**src/design/smi_entry_pkg.sv**
```systemverilog
// constants and types for the management interrupt entry block
`default_nettype none
package smi_entry_pkg;
    localparam int        IRQ_W_DEF    = 8;
    localparam logic      PIN_IDLE     = 1'b1;
    localparam logic      PEND_RST     = 1'b0;
    localparam logic      ACTIVE_N_RST = 1'b1;
    typedef enum logic [1:0] {
        ST_NORMAL,
        ST_ENTRY,
        ST_IN_MODE
    } mode_state_e;
endpackage
`default_nettype wire

```
**src/design/fall_edge_latch.sv**
```systemverilog
// falling-edge capture of an active-low request pin into a sticky flag
`timescale 1ns/100ps
`default_nettype none
module fall_edge_latch
    import smi_entry_pkg::*;
(
    // clock and reset
    input  wire logic clk_sys,
    input  wire logic sys_rst,
    // pin and flag control
    input  wire logic req_n,
    input  wire logic clear,
    output logic      pending,
    output logic      fall
);
    logic req_n_q;
    logic next_req_n_q;
    logic next_pending;

    // edge detect; set beats a same-cycle clear so no edge is lost
    always_comb begin
        fall         = req_n_q & ~req_n;
        next_req_n_q = req_n;
        next_pending = fall | (pending & ~clear);
    end

    always_ff @(posedge clk_sys) begin
        if (sys_rst) begin
            req_n_q <= PIN_IDLE;
            pending <= PEND_RST;
        end else begin
            req_n_q <= next_req_n_q;
            pending <= next_pending;
        end
    end
endmodule
`default_nettype wire

```
**src/design/system_mgmt_irq_entry.sv**
```systemverilog
// management interrupt recognition, priority and mode tracking
`timescale 1ns/100ps
`default_nettype none
module system_mgmt_irq_entry
    import smi_entry_pkg::*;
#(
    parameter int IRQ_W = IRQ_W_DEF
) (
    // clock and reset
    input  wire logic             clk_sys,
    input  wire logic             sys_rst,
    // external request pins
    input  wire logic             sys_mgmt_req_n,
    input  wire logic [IRQ_W-1:0] ext_irq_req,
    // core sequencing
    input  wire logic             instr_boundary,
    input  wire logic             rep_iter_boundary,
    input  wire logic             bus_locked,
    input  wire logic             entry_done,
    input  wire logic             mode_resume_instr,
    // outputs
    output logic                  sys_mgmt_take,
    output logic [IRQ_W-1:0]      ext_irq_take,
    output logic                  sys_mgmt_mode,
    output logic                  sys_mgmt_active_n,
    output logic                  sys_mgmt_pending
);
    mode_state_e      state;
    mode_state_e      next_state;
    logic             pend;
    logic             fall;
    logic             recog;
    logic             take;
    logic             next_take;
    logic [IRQ_W-1:0] next_irq_take;
    logic             next_mode;
    logic             next_active_n;
    logic [IRQ_W-1:0] low_first;
    logic             next_sys_mgmt_pending;

    // pending flag cleared in the cycle entry starts
    fall_edge_latch u_latch (
        .clk_sys (clk_sys),
        .sys_rst (sys_rst),
        .req_n   (sys_mgmt_req_n),
        .clear   (take),
        .pending (pend),
        .fall    (fall)
    );

    // lowest index wins among ordinary external requests
    assign low_first = ext_irq_req & (~ext_irq_req + {{(IRQ_W-1){1'b0}}, 1'b1});

    // recognition point: whole instruction or string step done, bus not locked
    always_comb begin
        recog = (instr_boundary | rep_iter_boundary) & ~bus_locked;
        take  = recog & pend & (state == ST_NORMAL);
    end

    // mode sequencing
    always_comb begin
        next_state    = state;
        next_take     = take;
        next_irq_take = '0;
        if (recog & ~take & (state == ST_NORMAL)) begin
            next_irq_take = low_first;
        end
        case (state)
            ST_NORMAL: begin
                if (take) begin
                    next_state = ST_ENTRY;
                end
            end
            ST_ENTRY: begin
                if (entry_done) begin
                    next_state = ST_IN_MODE;
                end
            end
            ST_IN_MODE: begin
                // a latched second request waits for resume
                if (mode_resume_instr) begin
                    next_state = ST_NORMAL;
                end
            end
            default: next_state = ST_NORMAL;
        endcase
        next_mode     = (next_state != ST_NORMAL);
        next_active_n = ~next_mode;
        // same next value as the latch, so the visible flag never lags it
        next_sys_mgmt_pending = fall | (pend & ~take);
    end

    // every top-level output leaves from a flop, none through logic
    always_ff @(posedge clk_sys) begin
        if (sys_rst) begin
            state             <= ST_NORMAL;
            sys_mgmt_take     <= 1'b0;
            ext_irq_take      <= '0;
            sys_mgmt_mode     <= 1'b0;
            sys_mgmt_active_n <= ACTIVE_N_RST;
            sys_mgmt_pending  <= PEND_RST;
        end else begin
            state             <= next_state;
            sys_mgmt_take     <= next_take;
            ext_irq_take      <= next_irq_take;
            sys_mgmt_mode     <= next_mode;
            sys_mgmt_active_n <= next_active_n;
            sys_mgmt_pending  <= next_sys_mgmt_pending;
        end
    end
endmodule
`default_nettype wire

```
**config.mk**
```make
export PLATFORM = sky130hd
export DESIGN_NAME = system_mgmt_irq_entry
export DESIGN_NICKNAME = d
export VERILOG_FILES = /design/src/design/smi_entry_pkg.sv /design/src/design/fall_edge_latch.sv /design/src/design/system_mgmt_irq_entry.sv
export SDC_FILE = /design/constraint.sdc
export NUM_CORES = 1
export LEC_CHECK = 0
export ABC_AREA = 0
export ABC_CLOCK_PERIOD_IN_PS = 3100
export BUFFER_PORTS_ARGS = -buffer_cell sky130_fd_sc_hd__buf_2
export CAP_MARGIN = 15
export CELL_PAD_IN_SITES_DETAIL_PLACEMENT = 2
export CELL_PAD_IN_SITES_GLOBAL_PLACEMENT = 2
export CORE_ASPECT_RATIO = 1.4
export CORE_UTILIZATION = 27
export DETAILED_ROUTE_END_ITERATION = 7
export PLACE_DENSITY = 0.8
export SLEW_MARGIN = 20
export SYNTH_ARGS = -nofsm -noshare
export SYNTH_HDL_FRONTEND = slang
export SYNTH_SLANG_ARGS = --single-unit
```
**constraint.sdc**
```tcl
create_clock -name clk_sys -period 3.1 [get_ports clk_sys]
set_clock_uncertainty 0.15 [all_clocks]
set_input_delay 0.465 -clock clk_sys [delete_from_list [all_inputs] [get_ports clk_sys]]
set_output_delay 0.465 -clock clk_sys [all_outputs]
set_load 0.1 [all_outputs]
```
==> results of run 1 <==
[registers in the layout (all words and copies together) (netlist names)]
register	count
sys_mgmt_pending	1
u_latch.req_n_q	1
sys_mgmt_active_n	1
state	2
sys_mgmt_mode	1
sys_mgmt_take	1
ext_irq_take	8
[final timing paths]
check	end	slack (ps)	depth (start not counted)
max	sys_mgmt_pending	1360	1
min	u_latch.req_n_q$_SDFF_PP1_	230	2
max reg2reg	ext_irq_take[3]$_SDFF_PP0_	1750	3
min reg2reg	sys_mgmt_pending$_SDFF_PP0_	310	2
[metrics by stage]
step,power (mW),utilization,area [µm²]
final,0.373,0.374,747
after global routing,0.394,0.374,747
after CTS,0.379,0.374,747
after detailed placement,0.269,0.361,721
after global placement,0.267,0.361,721
after floorplan,0.249,-,581
[power breakdown]
part / total [mW] / switching (mW) / internal (mW)
registers: 0.201 / 0.00361 / 0.198
clock network: 0.109 / 0.0594 / 0.0499
logic: 0.0625 / 0.0446 / 0.0179
[routing by layer]
| metal | up-vias | wire length, µm |
|---|---|---|
| li1 | 239 | - |
| met1 | 228 | 515 |
| met2 | 20 | 706 |
| met3 | 2 | 99 |
| met4 | 0 | 10 |
| met5 | - | 0 |
[cell families after synthesis]
group                  share of synthesized area
AND/OR/NAND/NOR                            0.349
flip-flops                                 0.517
AO/OA/AOI/OAI                             0.0970
buffers and inverters                     0.0366
[worst reg2reg max path: stages, from the launching register on]
cell,delay [ps]
dfxtp_1,530
nor3_2,100
and3b_1,240
and4b_2,230
[cell usage in the layout (no fill, tap or decap), drive strengths merged]
cell type | Yosys | layout
nand2 | 2 | 2
and3 | 2 | 2
o21ba | 1 | 1
nor4 | 3 | 3
and3b | 2 | 2
and4b | 1 | 1
nor3 | 1 | 1
dfxtp | 15 | 15
and2 | 1 | 1
nand4b | 1 | 1
nor3b | 1 | 1
buf | 3 | 27
nand3b | 1 | 1
a221oi | 1 | 1
o41ai | 2 | 2
nor2 | 4 | 4
a221o | 1 | 1
nand2b | 2 | 2
a21oi | 2 | 2
or4b | 1 | 1
clkbuf | 0 | 4
or2 | 2 | 2
nor4b | 1 | 1
[cell type report]
cell class                 count  area (µm²)
fill                         242        1250
multi-input combinational     32         259
timing repair buffer          27         135
tap                           21        26.3
clock buffer                   4        26.3
sequential                    15         300
==> results.cfg, run 1 <==
[clock_tree]
cts_hold_buf = 0
root_buffer = clkbuf_4
postCtsSetupRepairBufs = 0
cts.clk_slew.worst_paths_ps = 90
ctsResizeCount = 0
clock_latency_ps = 270
numClockSinks = 15
cts_tree = yes
clk_path_buf_depth = 2
htreeDepth = 1
cts_buffers = 3

[timing]
max_slew_margin = 0.673
layout_min_cycle_time_ps = 1740
setup_viol = 0
rsz0062_at_grt = no
post-route-period-util = 0.562
fmax_ghz = 0.574
slew_viol_final = 0
finalHoldViolCount = 0
finalWorstSetupSlack_ps = 1360
whs_ps = 230
finalSetupTns_ps = 0
worst_slew_pin_slew_ps = 495

[worst_setup_path]
required_ps = 2480
startpoint_type = register
cp_slowest_cell = buf_2
path_class = register to primary output
cp_slowest_stage_delay_ps = 450
crit_family = buffers and inverters
cp_max_fo = 4
r2r-start = state[1]$_SDFF_PP0_
path_cells = buf_2
cp-startpoint = sys_mgmt_pending$_SDFF_PP0_
path_buf_inv = 1
critPathArrivalTime_ps = 1130
crit_path_end_kind = primary output

[drt]
ant_nets = 0
drcViolationCount = 0
vias = 489
drt_iter0_drc = 1
dr.pass1.iters = 2
avgViaCountPerCell = 4.94
wl_per_cell_um = 13.5
wl_mm = 1.33

[synthesis]
synth.yosys.seq_area_share = 0.517
yosysTopAreaCell = dfxtp_1
synth_flop_cell = dfxtp_1
synthTopCellsByArea = dfxtp_1, nor4_4, and3b_1, o41ai_1, and3_2
yosys_warnings = 0
synth_top_area_frac = 0.517
synth-seq-cells = 15
syn_inst = 50
synth_edf_count = 0
postSynth.asyncResetShare = 0
syn_area_um2 = 581
synthTopCellsByCount = dfxtp_1, nor2_1
synth_fp_nets = 66
avgSynthCellArea_um2 = 11.6
yosysUniqueCellTypes = 26
yosysMostFrequentCell = dfxtp_1

[layout]
finalNonFillerCells = 99
area_delta_synth_final_pct = 28.7
nets = 95
drive_gt1_frac = 0.513
antenna_cells = 0

[die]
ioPinCount = 28
die_w_um = 41.2
dieArea_mm2 = 0.00234
num_rows = 19
start_util = 0.291
dieHeight_um = 56.9
core_mm2 = 0.00200

[grt]
grt-busiest-layer = met2
grtUsageMet1 = 0.126
grtUsageMet3 = 0.0474
grt_usage = 0.129
grt_pass1_wl_mm = 1.99
grt_max_degree = 11
antenna_found_initial = 0
grt_pass1_vias = 485
grt_remaining_overflow = 0
use_met2 = 0.217

[worst_hold_path]
min_from = sys_mgmt_req_n
hold_path_class = input pin to register

[power]
p_leak_nw = 0.352
power_density_mw_per_mm2 = 499
vdd_drop_max_mv = 0.193

[place]
place_inst = 95
portBuffers = 27
place_ws_ps = 1470
routabilityCongestion = 0.614

[flow_run]
drv_cap = 0

[outcome]
status = finished, final reports clean
No activity file was read; power rests on OpenSTA's default activity.
==> run 2, diff against run 1 <==
ABC_CLOCK_PERIOD_IN_PS = 1600   (was 3100)
CORE_UTILIZATION = 23   (was 27)
PLACE_DENSITY = 0.73   (was 0.8)
clock period = 1.6 ns   (was 3.1 ns; I/O delays follow)
==> run 2 against run 1 <==
  * Critical path depth unchanged
  * Non-clock buffer count unchanged
  * Sequential power is 94% higher
  * Clock power increased by 97%
  * Largest cell class unchanged
  * First-iteration DRC count grew to 5.0 times the previous value
  * Register-to-register slack worse by 1500 ps
  * Sequential share of layout area down 0.76 points
  * Wire length fell by 5.2%
  * Final cell count increased by 13%
  * Setup slack worse by 1200 ps
  * Global-route usage fell by 2.7 points
==> results.cfg, run 2 (synthesis gave the netlist of run 1 again) <==
[layout]
top_register = ext_irq_take
fin_util = 0.320
largest_register_ffs = 8
stdcell_area_um2 = 764
drive_gt1_frac = 0.526
layout_common_cells = buf_2, dfxtp_1, nor2_1, clkbuf_4
nets = 95
antenna_cells = 0
nFillCells = 281
finalNonFillerCells = 112
reg_top3 = ext_irq_take (8), state (2)
final_common_cell = buf_2
area_delta_synth_final_pct = 31.7

[timing]
worst_slew_pin_slew_ps = 500
layout_min_cycle_time_ps = 1460
fmax_ghz = 0.686
finalHoldViolCount = 0
whs_ps = 10.6
finalSetupTns_ps = 0
max_slew_margin = 0.669
slew_viol_final = 0
post-route-period-util = 0.912
rsz0062_at_grt = no
setup_viol = 0

[worst_setup_path]
reg2reg_setup_slack_ps = 260
critPathArrivalTime_ps = 1070
cp_max_fo = 4
path_class = register to primary output
path_cells = buf_2
cp-startpoint = sys_mgmt_pending$_SDFF_PP0_
path_buf_inv = 1
crit_family = buffers and inverters
required_ps = 1210
cp_slowest_stage_delay_ps = 430
crit_path_end_kind = primary output
cp_slowest_cell = buf_2
r2r-start = state[1]$_SDFF_PP0_
startpoint_type = register

[place]
dp_hpwl_mm = 1.07
routabilityCongestion = 0.703
portBuffers = 27
place_inst = 108
placed_area_um2 = 738

[grt]
grt_remaining_overflow = 0
grt_pass1_vias = 496
grt_max_degree = 11
grt_pass1_wl_mm = 1.98
antenna_found_initial = 0
grt_usage = 0.102

[clock_tree]
cts_hold_buf = 0
cts_tree = yes
ctsResizeCount = 0
cts.clk_slew.worst_paths_ps = 80
postCtsSetupRepairBufs = 0
numClockSinks = 15
clk_path_buf_depth = 2
root_buffer = clkbuf_4
htreeDepth = 1
clock_latency_ps = 280
cts_buffers = 3

[drt]
dr.pass1.iters = 4
ant_nets = 0
avgViaCountPerCell = 4.48
wl_mm = 1.26
wl_met3_um = 78
wl_per_cell_um = 11.3
vias = 502
routed.top_layer = met4
drt_iter0_drc = 5
wl_met2_um = 712
drcViolationCount = 0
wl_met1_um = 456

[worst_hold_path]
min_from = ext_irq_req[5]
hold_path_class = input pin to register

[flow_run]
drv_cap = 0

[die]
ioPinCount = 28
die_w_um = 44.5
num_rows = 21
dieHeight_um = 61.4
start_util = 0.243
core_mm2 = 0.00239
dieArea_mm2 = 0.00273

[outcome]
status = finished, final reports clean

[power]
p_leak_nw = 0.352
power_density_mw_per_mm2 = 950
vdd_drop_max_mv = 0.279
-- run 2: cell count changes in the layout (fill, tap and decap cells not counted) --
cell     before  now
dfxtp_1      15   14
dfxtp_2       0    1
-- run 2: path summary, 6_finish.rpt --
path	end	cells past startpoint
setup / recovery	sys_mgmt_pending	1
hold / removal	ext_irq_take[6]$_SDFF_PP0_	2
setup reg to reg	ext_irq_take[3]$_SDFF_PP0_	3
hold reg to reg	sys_mgmt_pending$_SDFF_PP0_	2
-- run 2: cell type report --
cell class	instances	area [µm²]	share of cell area
clock buffer	4	26.3	0.0344
multi-input combinational	32	259	0.339
sequential	15	302	0.394
tap	34	42.5	0.0556
timing repair buffer	27	135	0.177
-- run 2: metrics by stage --
step	power, mW	setup slack, ps
2_1_floorplan	0.482	124
3_3_place_gp	0.518	264
3_5_place_dp	0.521	228
4_1_cts	0.734	125
5_1_grt	0.757	94.9
6_report	0.726	141
-- run 2: power breakdown --
part	switching, mW	leakage (nW)	internal, mW	total [mW]
clock network	0.119	0.0150	0.0966	0.215
registers	0.00677	0.122	0.383	0.390
logic	0.0857	0.215	0.0346	0.120
total	0.211	0.352	0.515	0.726
-- run 2: metal layers --
metal,track usage,up-vias
met3,0.0176,2
li1,-,241
met5,0,-
met2,0.208,23
met1,0.0877,236
met4,0.0649,0
